<file path="src/pkg/cstc_consts.vh">
// register offsets, field positions, reset values and fault confinement limits
`ifndef CSTC_CONSTS_VH
`define CSTC_CONSTS_VH
`define CSTC_ADDR_FIFO 4'h0
`define CSTC_ADDR_INTF 4'h1
`define CSTC_ADDR_INTE 4'h2
`define CSTC_ADDR_EC 4'h3
`define CSTC_ADDR_CFG_A 4'h4
`define CSTC_ADDR_CFG_B 4'h5
`define CSTC_ADDR_FEN 4'h6
`define CSTC_ADDR_CTRL 4'h7
`define CSTC_INTF_LOW_MASK 8'hEF
`define CSTC_CFG_A_MASK 16'h00FF
`define CSTC_CFG_B_MASK 16'h47FF
`define CSTC_FEN_RESET 16'hFFFF
`define CSTC_BIT_TX_BUS_OFF 13
`define CSTC_BIT_TXEP 12
`define CSTC_BIT_RXEP 11
`define CSTC_BIT_TXW 10
`define CSTC_BIT_RXW 9
`define CSTC_BIT_EW 8
`define CSTC_WARN_LIMIT 9'h060
`define CSTC_PASSIVE_LIMIT 9'h080
`define CSTC_BUSOFF_LIMIT 9'h100
`define CSTC_FILTER_TAPS 3
`endif

</file>
<file path="src/design/cstc_quantum.v">
// time quantum prescaler: one tick every 2*(prescaler+1) clocks
`timescale 1ns/1ps
module cstc_quantum #(
    parameter PW = 6
) (
    input wire sys_clk,
    input wire rst,
    input wire [PW-1:0] quantum_prescaler,
    output reg tq_tick
);
    reg [PW:0] count;
    wire [PW:0] last = {quantum_prescaler, 1'b1};
    always @(posedge sys_clk) begin
        if (rst) begin
            count <= {(PW+1){1'b0}};
            tq_tick <= 1'b0;
        end else if (count >= last) begin
            count <= {(PW+1){1'b0}};
            tq_tick <= 1'b1;
        end else begin
            count <= count + 1'b1;
            tq_tick <= 1'b0;
        end
    end
endmodule // cstc_quantum

</file>
<file path="src/design/cstc_top.v">
// can status, interrupt flags, error counters and bit timing
//
// Summary of operation
// fifo_write_index reports next buffer written by reception, 0 to 31
// fifo_next_read_index sits in low six bits of fifo status
// tx_bus_off status bit set while transmitter is bus-off
// separate error-passive bits for transmitter and receiver
// tx and rx warning bits, combined warning set if either warns
// error flag set from the error-state status bits
// invalid message sets flag; low-byte flags clear-only by software
// bus activity sets the wake flag
// receive fifo nearing capacity sets almost-full flag
// message into unemptied receive buffer sets overflow flag
// message stored sets rx flag; transmit completion sets tx flag
// enable per low-byte flag; zero keeps flag off the interrupt
// tx error count in upper byte, rx count in lower byte
// jump width is field plus one quanta
// time quantum is 2*(prescaler+1) clock periods
// wake detect uses line filter when select is one, else raw line
// phase two is field plus one quanta
// free phase two when select set, else max of phase one and ipt
// triple sampling at sample point when select set, else single
// phase one is field plus one quanta
// propagation segment is field plus one quanta
// sixteen filter enables, all one after reset
// listen-only freezes error counters, no error flags or acks
// warning, passive, bus-off derived from counters at can thresholds
`timescale 1ns/1ps
`include "cstc_consts.vh"
module cstc_top #(
    parameter IPT_TQ = 2,
    parameter FIFO_AW = 5
) (
    input wire sys_clk,
    input wire rst,
    // avalon-mm slave
    input wire [3:0] avs_address,
    input wire avs_read,
    input wire avs_write,
    input wire [31:0] avs_writedata,
    input wire [3:0] avs_byteenable,
    output reg [31:0] avs_readdata,
    output reg avs_waitrequest,
    // events from the message engine
    input wire ev_fifo_write,
    input wire ev_fifo_read,
    input wire [4:0] fifo_almost_level,
    input wire ev_invalid_msg,
    input wire ev_rx_stored,
    input wire ev_rx_overflow,
    input wire ev_tx_done,
    input wire ev_tx_error,
    input wire ev_tx_success,
    input wire ev_rx_error,
    input wire ev_rx_success,
    input wire listen_only,
    input wire wake_armed,
    input wire can_rx,
    // outputs
    output reg irq,
    output reg [15:0] acceptance_filter_on,
    output reg sample_point,
    output reg sampled_bit,
    output reg resync_window,
    output reg err_frame_allowed,
    output reg ack_allowed
);
    // ----------------------------------------
    // register storage
    // ----------------------------------------
    reg [7:0] flags_low;
    reg [7:0] inte;
    reg [15:0] cfg_a;
    reg [15:0] cfg_b;
    reg [7:0] tx_fault_count;
    reg [7:0] rx_fault_count;
    reg tx_bus_off;
    reg [FIFO_AW:0] fifo_write_index;
    reg [FIFO_AW:0] fifo_next_read_index;
    reg [4:0] almost_thr;
    reg done;

    wire [1:0] resync_jump_width = cfg_a[7:6];
    wire [5:0] quantum_prescaler = cfg_a[5:0];
    wire wake_line_filter_select = cfg_b[14];
    wire [2:0] phase_two_length = cfg_b[10:8];
    wire phase_two_free_select = cfg_b[7];
    wire triple_sample_select = cfg_b[6];
    wire [2:0] phase_one_length = cfg_b[5:3];
    wire [2:0] propagation_length = cfg_b[2:0];

    // ----------------------------------------
    // fault confinement status
    // ----------------------------------------
    function lim;
        input [7:0] cnt;
        input [8:0] thr;
        lim = ({1'b0, cnt} >= thr);
    endfunction

    wire tx_warning = lim(tx_fault_count, `CSTC_WARN_LIMIT);
    wire rx_warning = lim(rx_fault_count, `CSTC_WARN_LIMIT);
    wire tx_error_passive = lim(tx_fault_count, `CSTC_PASSIVE_LIMIT) & ~tx_bus_off;
    wire rx_error_passive = lim(rx_fault_count, `CSTC_PASSIVE_LIMIT);
    wire any_error_warning = tx_warning | rx_warning;
    wire [7:0] status_high = {2'b00, tx_bus_off, tx_error_passive, rx_error_passive,
        tx_warning, rx_warning, any_error_warning}; // see
    reg [7:0] status_prev;
    wire error_rise = |(status_high & ~status_prev);

    // ----------------------------------------
    // error counters
    // ----------------------------------------
    function [7:0] cnt_add;
        input [7:0] c;
        input [3:0] n;
        // saturate at 255 whatever the step size
        cnt_add = (c > 8'hFF - {4'h0, n}) ? 8'hFF : c + {4'h0, n};
    endfunction

    always @(posedge sys_clk) begin
        if (rst) begin
            tx_fault_count <= 8'h00;
            rx_fault_count <= 8'h00;
            tx_bus_off <= 1'b0;
        end else if (!listen_only) begin
            if (ev_tx_error) begin
                tx_fault_count <= cnt_add(tx_fault_count, 4'h8);
                if ({1'b0, tx_fault_count} + 9'h008 >= `CSTC_BUSOFF_LIMIT)
                    tx_bus_off <= 1'b1;
            end else if (ev_tx_success && tx_fault_count != 8'h00) begin
                tx_fault_count <= tx_fault_count - 8'h01;
            end
            if (ev_rx_error)
                rx_fault_count <= cnt_add(rx_fault_count, 4'h1);
            else if (ev_rx_success && rx_fault_count != 8'h00)
                rx_fault_count <= rx_fault_count - 8'h01;
        end
    end

    // ----------------------------------------
    // fifo pointers
    // ----------------------------------------
    wire [FIFO_AW:0] fill = fifo_write_index - fifo_next_read_index;
    always @(posedge sys_clk) begin
        if (rst) begin
            fifo_write_index <= {(FIFO_AW+1){1'b0}};
            fifo_next_read_index <= {(FIFO_AW+1){1'b0}};
        end else begin
            if (ev_fifo_write)
                fifo_write_index <= {1'b0, fifo_write_index[FIFO_AW-1:0] + 1'b1};
            if (ev_fifo_read)
                fifo_next_read_index <= {1'b0, fifo_next_read_index[FIFO_AW-1:0] + 1'b1};
        end
    end

    // ----------------------------------------
    // wake line filter
    // ----------------------------------------
    reg [2:0] rx_sync;
    reg rx_clean;
    reg [`CSTC_FILTER_TAPS-1:0] filt;
    reg rx_filt;
    reg wake_prev;
    always @(posedge sys_clk) begin
        if (rst) begin
            rx_sync <= 3'h7;
            rx_clean <= 1'b1;
            filt <= {`CSTC_FILTER_TAPS{1'b1}};
            rx_filt <= 1'b1;
            wake_prev <= 1'b1;
        end else begin
            rx_sync <= {rx_sync[1:0], can_rx};
            if (rx_sync[2] == rx_sync[1])
                rx_clean <= rx_sync[1];
            filt <= {filt[`CSTC_FILTER_TAPS-2:0], rx_clean};
            if (&filt)
                rx_filt <= 1'b1;
            else if (~|filt)
                rx_filt <= 1'b0;
            wake_prev <= wake_line_filter_select ? rx_filt : rx_clean;
        end
    end
    wire wake_line = wake_line_filter_select ? rx_filt : rx_clean;
    wire wake_event = wake_armed & wake_prev & ~wake_line;

    // ----------------------------------------
    // interrupt flags
    // ----------------------------------------
    wire bus_sel = avs_read | avs_write;
    wire wr = avs_write & ~avs_waitrequest;
    wire [7:0] set_low = {ev_invalid_msg, wake_event, error_rise, 1'b0,
        (fill[4:0] >= almost_thr) & ev_fifo_write, ev_rx_overflow, ev_rx_stored,
        ev_tx_done}; // see see see
    wire wr_intf = wr & avs_address == `CSTC_ADDR_INTF & avs_byteenable[0];
    wire [7:0] clr_low = wr_intf ? ~avs_writedata[7:0] : 8'h00;

    always @(posedge sys_clk) begin
        if (rst) begin
            flags_low <= 8'h00;
            status_prev <= 8'h00;
            irq <= 1'b0;
        end else begin
            status_prev <= status_high;
            // set beats a same-cycle clear; software writes zero to clear
            flags_low <= ((flags_low & ~clr_low) | set_low) & `CSTC_INTF_LOW_MASK;
            irq <= |(flags_low & inte);
        end
    end

    // ----------------------------------------
    // bit timing
    // ----------------------------------------
    wire tq_tick;
    cstc_quantum #(.PW(6)) u_quantum (
        .sys_clk(sys_clk),
        .rst(rst),
        .quantum_prescaler(quantum_prescaler),
        .tq_tick(tq_tick)
    );

    wire [3:0] ph1_tq = {1'b0, phase_one_length} + 4'h1;
    wire [3:0] prop_tq = {1'b0, propagation_length} + 4'h1;
    wire [3:0] ipt_tq = IPT_TQ[3:0];
    wire [3:0] ph2_tq = phase_two_free_select ? {1'b0, phase_two_length} + 4'h1 :
        ((ph1_tq > ipt_tq) ? ph1_tq : ipt_tq); // see
    wire [3:0] sjw_tq = {2'b00, resync_jump_width} + 4'h1;
    wire [4:0] sp_at = 5'h01 + {1'b0, prop_tq} + {1'b0, ph1_tq};
    wire [4:0] bit_len = sp_at + {1'b0, ph2_tq};
    reg [4:0] tq_pos;
    reg [2:0] samples;

    function maj;
        input [2:0] s;
        maj = (s[0] & s[1]) | (s[0] & s[2]) | (s[1] & s[2]);
    endfunction

    always @(posedge sys_clk) begin
        if (rst) begin
            tq_pos <= 5'h00;
            samples <= 3'h7;
            sample_point <= 1'b0;
            sampled_bit <= 1'b1;
            resync_window <= 1'b0;
        end else begin
            sample_point <= 1'b0;
            if (tq_tick) begin
                tq_pos <= (tq_pos + 5'h01 >= bit_len) ? 5'h00 : tq_pos + 5'h01;
                samples <= {samples[1:0], rx_clean};
                if (tq_pos == sp_at) begin
                    sample_point <= 1'b1;
                    sampled_bit <= triple_sample_select ?
                        maj({samples[1:0], rx_clean}) : rx_clean;
                end
                resync_window <= (tq_pos < {1'b0, sjw_tq});
            end
        end
    end

    // ----------------------------------------
    // avalon register access
    // ----------------------------------------
    always @(posedge sys_clk) begin
        if (rst) begin
            inte <= 8'h00;
            cfg_a <= 16'h0000;
            cfg_b <= 16'h0000;
            acceptance_filter_on <= `CSTC_FEN_RESET;
            almost_thr <= 5'h18;
            avs_waitrequest <= 1'b1;
            avs_readdata <= 32'h00000000;
            done <= 1'b0;
            err_frame_allowed <= 1'b1;
            ack_allowed <= 1'b1;
        end else begin
            err_frame_allowed <= ~listen_only & ~tx_bus_off;
            ack_allowed <= ~listen_only;
            // one wait cycle lets the read mux settle from registers
            avs_waitrequest <= ~(bus_sel & avs_waitrequest & ~done);
            done <= bus_sel & avs_waitrequest & ~done;
            if (bus_sel & ~avs_waitrequest)
                done <= 1'b0;
            if (avs_read & avs_waitrequest & ~done) begin
                case (avs_address)
                    `CSTC_ADDR_FIFO: avs_readdata <= {16'h0000, 2'b00, fifo_write_index,
                        2'b00, fifo_next_read_index}; // see
                    `CSTC_ADDR_INTF: avs_readdata <= {16'h0000, status_high, flags_low};
                    `CSTC_ADDR_INTE: avs_readdata <= {24'h000000, inte};
                    `CSTC_ADDR_EC: avs_readdata <= {16'h0000, tx_fault_count,
                        rx_fault_count};
                    `CSTC_ADDR_CFG_A: avs_readdata <= {16'h0000, cfg_a};
                    `CSTC_ADDR_CFG_B: avs_readdata <= {16'h0000, cfg_b};
                    `CSTC_ADDR_FEN: avs_readdata <= {16'h0000, acceptance_filter_on};
                    `CSTC_ADDR_CTRL: avs_readdata <= {27'h0000000, almost_thr};
                    default: avs_readdata <= 32'h00000000;
                endcase
            end
            if (wr) begin
                case (avs_address)
                    `CSTC_ADDR_INTE: begin
                        if (avs_byteenable[0])
                            inte <= avs_writedata[7:0] & `CSTC_INTF_LOW_MASK;
                    end
                    `CSTC_ADDR_CFG_A: begin
                        if (avs_byteenable[0])
                            cfg_a <= avs_writedata[15:0] & `CSTC_CFG_A_MASK;
                    end
                    `CSTC_ADDR_CFG_B: begin
                        if (avs_byteenable[0])
                            cfg_b[7:0] <= avs_writedata[7:0];
                        if (avs_byteenable[1])
                            cfg_b[15:8] <= avs_writedata[15:8] & 8'h47;
                    end
                    `CSTC_ADDR_FEN: begin
                        if (avs_byteenable[0])
                            acceptance_filter_on[7:0] <= avs_writedata[7:0];
                        if (avs_byteenable[1])
                            acceptance_filter_on[15:8] <= avs_writedata[15:8];
                    end
                    `CSTC_ADDR_CTRL: begin
                        if (avs_byteenable[0])
                            almost_thr <= avs_writedata[4:0];
                    end
                    default: begin
                    end
                endcase
            end
        end
    end
endmodule // cstc_top

</file>
<file path="config.mk">
export PLATFORM = sky130hd
export DESIGN_NAME = cstc_top
export DESIGN_NICKNAME = d
export VERILOG_FILES = /design/src/design/cstc_quantum.v /design/src/design/cstc_top.v
export VERILOG_INCLUDE_DIRS = /design/src /design/src/pkg
export SDC_FILE = /design/constraint.sdc
export NUM_CORES = 1
export LEC_CHECK = 0
export BUFFER_PORTS_ARGS = -buffer_cell sky130_fd_sc_hd__buf_4
export CAP_MARGIN = 20
export CORE_MARGIN = 2
export CORE_UTILIZATION = 50
export DETAILED_ROUTE_END_ITERATION = 12
export PLACE_DENSITY = 0.72
export SLEW_MARGIN = 15
export SYNTH_ARGS = -nofsm -noshare
export SYNTH_HDL_FRONTEND = slang
export SYNTH_SLANG_ARGS = --single-unit
</file>
<file path="constraint.sdc">
create_clock -name sys_clk -period 11 [get_ports sys_clk]
set_input_delay 2.2 -clock sys_clk [delete_from_list [all_inputs] [get_ports sys_clk]]
set_output_delay 2.2 -clock sys_clk [all_outputs]
set_load 0.01 [all_outputs]
</file>
=== After elaboration in Yosys (flattened, before gate mapping) ===
Index checks and enable logic that the tools add are counted.

* $lt $le $gt $ge: 12
* Reductions and logical operators: 26
* Equality and inequality tests: 9
* Mux-type cells: 15
* Add/subtract/negate cells: 17
* Bitwise gates (word level): 34

{| class="wikitable"
|+ Operator list
! cell !! number
|-
| case mux 16 bit (8 select lines) || 1
|-
| 2-to-1 mux 8 bit || 7
|-
| AND reduction 3 bit || 9
|-
| NOT 8 bit || 3
|-
| AND 1 bit || 16
|-
| AND 8 bit || 2
|-
| == test 4 x 3 -> 1 bit, second input constant || 4
|-
| >= comparator 8 x 7 -> 1 bit, second input constant || 2
|-
| >= comparator 8 bit, second input constant || 2
|-
| > comparator 8 bit, second input constant || 2
|-
| nonzero test 8 bit || 2
|-
| OR reduction 8 bit || 2
|-
| subtractor 8 x 1 -> 8 bit, second input constant || 2
|-
| adder 5 x 1 -> 5 bit, second input constant || 3
|-
| adder 3 x 1 -> 4 bit, second input constant || 3
|-
| adder 5 x 4 -> 5 bit || 2
|-
| >= comparator 5 bit || 2
|-
| adder 8 x 4 -> 9 bit, second input constant || 1
|-
| >= comparator 9 bit, second input constant || 1
|-
| adder 8 x 1 -> 8 bit, second input constant || 1
|-
| adder 8 x 4 -> 8 bit, second input constant || 1
|-
| AND 6 x 8 -> 8 bit || 1
|-
| == test 4 x 2 -> 1 bit, second input constant || 2
|-
| 2-to-1 mux 4 bit || 2
|-
| other kinds (21) || 40
|}

* Logic and storage cells: 147
* Output and inout port bits: 55
* Register bits after elaboration: 155
* Bits of input ports: 62

=== Logic depth before layout (Yosys ltp) ===
* Word-level depth: 8
* Gate-level depth with buffers: 16
* Mapped depth without buffers: 16

=== By module ===
From an unflattened synthesis, not the netlist that was laid out.

* Cells, all modules: 863
* Area, all modules: 7353.3 µm²

{| class="wikitable"
|+ Modules (own cells, without submodules)
! module !! area an instance (µm²) !! cells an instance !! sequential area each (µm²) !! instances
|-
| cstc_top || 6885.4 || 812 || 2562.5 || 1
|-
| cstc_quantum || 467.9 || 51 || 160.2 || 1
|}

=== Worst setup path after synthesis ===
Ideal clock, no wire load.

* Path type: input-to-reg
* From: input port avs_address[0]
* To: register acceptance_filter_on[10]
* Arrival: 3.468 ns
* Setup slack: 7.403 ns
* Stages on the path: 8
* Setup time: 0.130 ns
* Path buffers: 3
* Required time: 10.870 ns
* Cell sequence: clkbuf_2 > nor2b_1 > and2_1 > clkbuf_2 > and4b_1 > buf_4 > mux2i_1 > nand2_1

* Word-level cells in the longest chain between the ends: 2

{| class="wikitable"
|+ Ends and longest elaborated chain
! element !! RTL line !! source
|-
| start, declared || cstc_top.v:37 || <nowiki>input wire [3:0] avs_address,</nowiki>
|-
| == test 4 x 3 -> 1 bit || cstc_top.v:299 || <nowiki>case (avs_address)</nowiki>
|-
| AND reduction 3 bit (no line) || - ||
|-
| end signal, assigned || cstc_top.v:268 || <nowiki>acceptance_filter_on <= `CSTC_FEN_RESET;</nowiki>
|-
| end signal, assigned || cstc_top.v:318 || <nowiki>acceptance_filter_on[15:8] <= avs_writedata[15:8];</nowiki>
|-
| end, declared || cstc_top.v:61 || <nowiki>output reg [15:0] acceptance_filter_on,</nowiki>
|}

No other way between the ends.
A chain may end at the register's enable or synchronous reset.

=== Worst setup path in the final report ===
* From: input port avs_address[2]
* To: register acceptance_filter_on[8]

The elaborated chain is that of the path after synthesis.

==> flow_metrics.tcl <==
set metrics [dict create \
    finalSetupTns_ns 0 \
    dieArea_um2 15800 \
    min_period_over_period_pct 36.8 \
    relSlewSlack_pct 40.7 \
    routed_wl_mm 19.0 \
    end_kind "flop" \
    start_util_pct 51.1 \
    postCtsSetupBuffers 0 \
    die-height_um 126 \
    cts_tree "done" \
    clkTransAtPathRegs_ns 0.05 \
    antenna_found_initial 0 \
    fillCellCount 1321 \
    period_needed_ns 4.05 \
    r2r-start "cfg_b[3]" \
    antennaDiodeCount 0 \
    wl_per_cell_um 17.4 \
    skew_ns 0.00964 \
    gr-usage-all-layers_pct 24.5 \
    ys.flop_type "dfxtp_1" \
    synth_edf_count 0 \
    clock_sinks 136 \
    max_stage_delay_ns 0.57 \
    critPathKind "in -> reg" \
    fmax_ghz 0.247 \
    std_cell_rows 44 \
    cts_max_level 4 \
    p_leak_uw 0.00352 \
    drc 0 \
    finalHoldViolCount 0 \
    synth_area_leader_cell "dfxtp_1" \
    synthCells 855 \
    async_flop_share_pct 0 \
    start_kind "input port" \
    io_buffer_count 77 \
    min_from "rx_sync[0]" \
    status "finished, final reports clean" \
    crit_fanout 25 \
    ys_seq_area_share_pct 36.8 \
    io-pin-count 117 \
    cap_violations 0 \
    critPathArrivalTime_ns 4.33 \
    slew_violations 0 \
    die_w_um 126 \
    clockBufferDepth 2 \
    synthToLayoutAreaGrowth_pct 14.2 \
    place_hpwl_mm 13.5 \
    numCtsBuffers 17 \
    cts_root_buf "clkbuf_16" \
    holdBufCountCts 0 \
    cp.required_ns 11.28 \
    synth.distinct_cells 72 \
    via_per_inst 5.78 \
    crit_start "avs_address[2]" \
    ant_nets 0 \
    crit_slowest_cell "and4b_1" \
    yosysWarnings 0 \
    layout.nets 1011 \
    synth_area_leaders "dfxtp_1 (37%), ha_1 (7.6%), mux2i_1 (7.2%)" \
    gp_congestion 0.882 \
    grt_max_degree 54 \
    synth_area_um2 7400 \
    coreArea_um2 14500 \
    dp_slack_ns 6.59 \
    ir_worst_vdd_v 0.000105 \
    synthTopCellsByCount "dfxtp_1 (136), nor2_1 (87), nand2_1 (64), mux2i_1 (53), a21oi_1 (51)" \
    setup_ws_ns 6.95 \
    syn_area_per_cell_um2 8.65 \
    ys_ff_latch 136 \
    rsz0062_at_grt "no" \
    yosysTopAreaCellShare_pct 36.8 \
    grt_overflow_total 0 \
    grt_first_pass_wirelength_mm 31.0 \
    drt_iter0_drc 620 \
    min_path_type "reg -> reg" \
    clk_latency_ns 0.42 \
    drive_above_1_share_pct 14.4 \
    whs_ns 0.412 \
    dr.pass1.iters 5 \
    grt_pass1_vias 5946 \
    via_count 6310 \
    power_density_nw_per_um2 150 \
    yosysMostFrequentCell "dfxtp_1" \
    cp_cell_sequence "buf_4 > nor2b_1 > and2_1 > and4b_1 > mux2i_1 > nand2_1" \
    setup_viol 0 \
    cts_resized 0 \
    tightest_slew_ns 0.886 \
]
power breakdown:
group | total (uW) | switching [uW] | internal [uW]
Clock | 508 | 199 | 309
Sequential | 556 | 39.0 | 517
Combinational | 202 | 112 | 89.3
final cells by class:
| class | instances | area (um^2) | share of cell area, % |
|---|---|---|---|
| clock inverter | 4 | 22.5 | 0.267 |
| multi-input combinational | 617 | 4190 | 49.6 |
| clock buffer | 22 | 494 | 5.85 |
| sequential | 136 | 2720 | 32.2 |
| timing repair buffer | 80 | 601 | 7.11 |
| inverter | 49 | 184 | 2.18 |
| tap | 184 | 230 | 2.73 |
state kept, by name (all words and copies together) (netlist names), 5 cells and up:
register	cells
tq_pos	5
inte	7
fifo_write_index	5
fifo_next_read_index	5
status_prev	6
tx_fault_count	8
cfg_a	8
rx_fault_count	8
acceptance_filter_on	16
cfg_b	12
u_quantum.count	7
almost_thr	5
flags_low	7
avs_readdata	16
critical path: cells and delay by family:
family | cells | cell delay (ns)
AND/OR/NAND/NOR | 4 | 1.58
buffers and inverters | 1 | 0.29
multiplexers | 1 | 0.24
layout by cell type, fill, tap and decap left out, drive strengths merged, types with 13 or more instances in the layout:
| cell | synthesis | layout |
|---|---|---|
| conb | 1 | 16 |
| xnor2 | 13 | 13 |
| ha | 45 | 45 |
| buf | 36 | 80 |
| nand2 | 64 | 64 |
| inv | 49 | 49 |
| dfxtp | 136 | 136 |
| o21ai | 38 | 38 |
| nor2 | 88 | 88 |
| a21oi | 51 | 51 |
| a22oi | 20 | 20 |
| mux2i | 53 | 53 |
| clkbuf | 32 | 22 |
| nor3 | 17 | 17 |
| nand3 | 31 | 31 |
| xor2 | 19 | 19 |
final timing paths:
| check | end | slack, ns | cells past startpoint |
|---|---|---|---|
| min | rx_sync[1] | 0.41 | 1 |
| max | acceptance_filter_on[8] | 6.95 | 6 |
| max reg2reg | tq_pos[1] | 7.10 | 15 |
| min reg2reg | rx_sync[1] | 0.41 | 1 |
cell families after synthesis:
logic type      share of synthesized area, %
simple gates                            17.7
compound gates                          17.4
flops                                   36.8
buf+inv                                 7.26
mux                                     8.54
fa+ha+maj                               8.43
xor+xnor                                3.79
other cells                           0.0507
per-layer routing:
metal / up-vias / wire length, um / GRT usage [%]
met2: 214 / 8750 / 38.6
met1: 2976 / 8770 / 33.9
met3: 32 / 1170 / 5.65
met4: 0 / 323 / 6.93
li1: 3088 / - / -
met5: - / 0 / 0
per-stage QoR:
step | instance area (um^2) | utilization, % | instances | power, uW
3_3_place_gp | 7930 | 54.8 | 1066 | 760
3_5_place_dp | 7930 | 54.8 | 1066 | 764
2_1_floorplan | 7450 | - | 870 | 706
6_report | 8450 | 58.3 | 1092 | 1270
4_1_cts | 8450 | 58.3 | 1092 | 1270
5_1_grt | 8450 | 58.3 | 1092 | 1330
(Power assumes the default switching activity.)
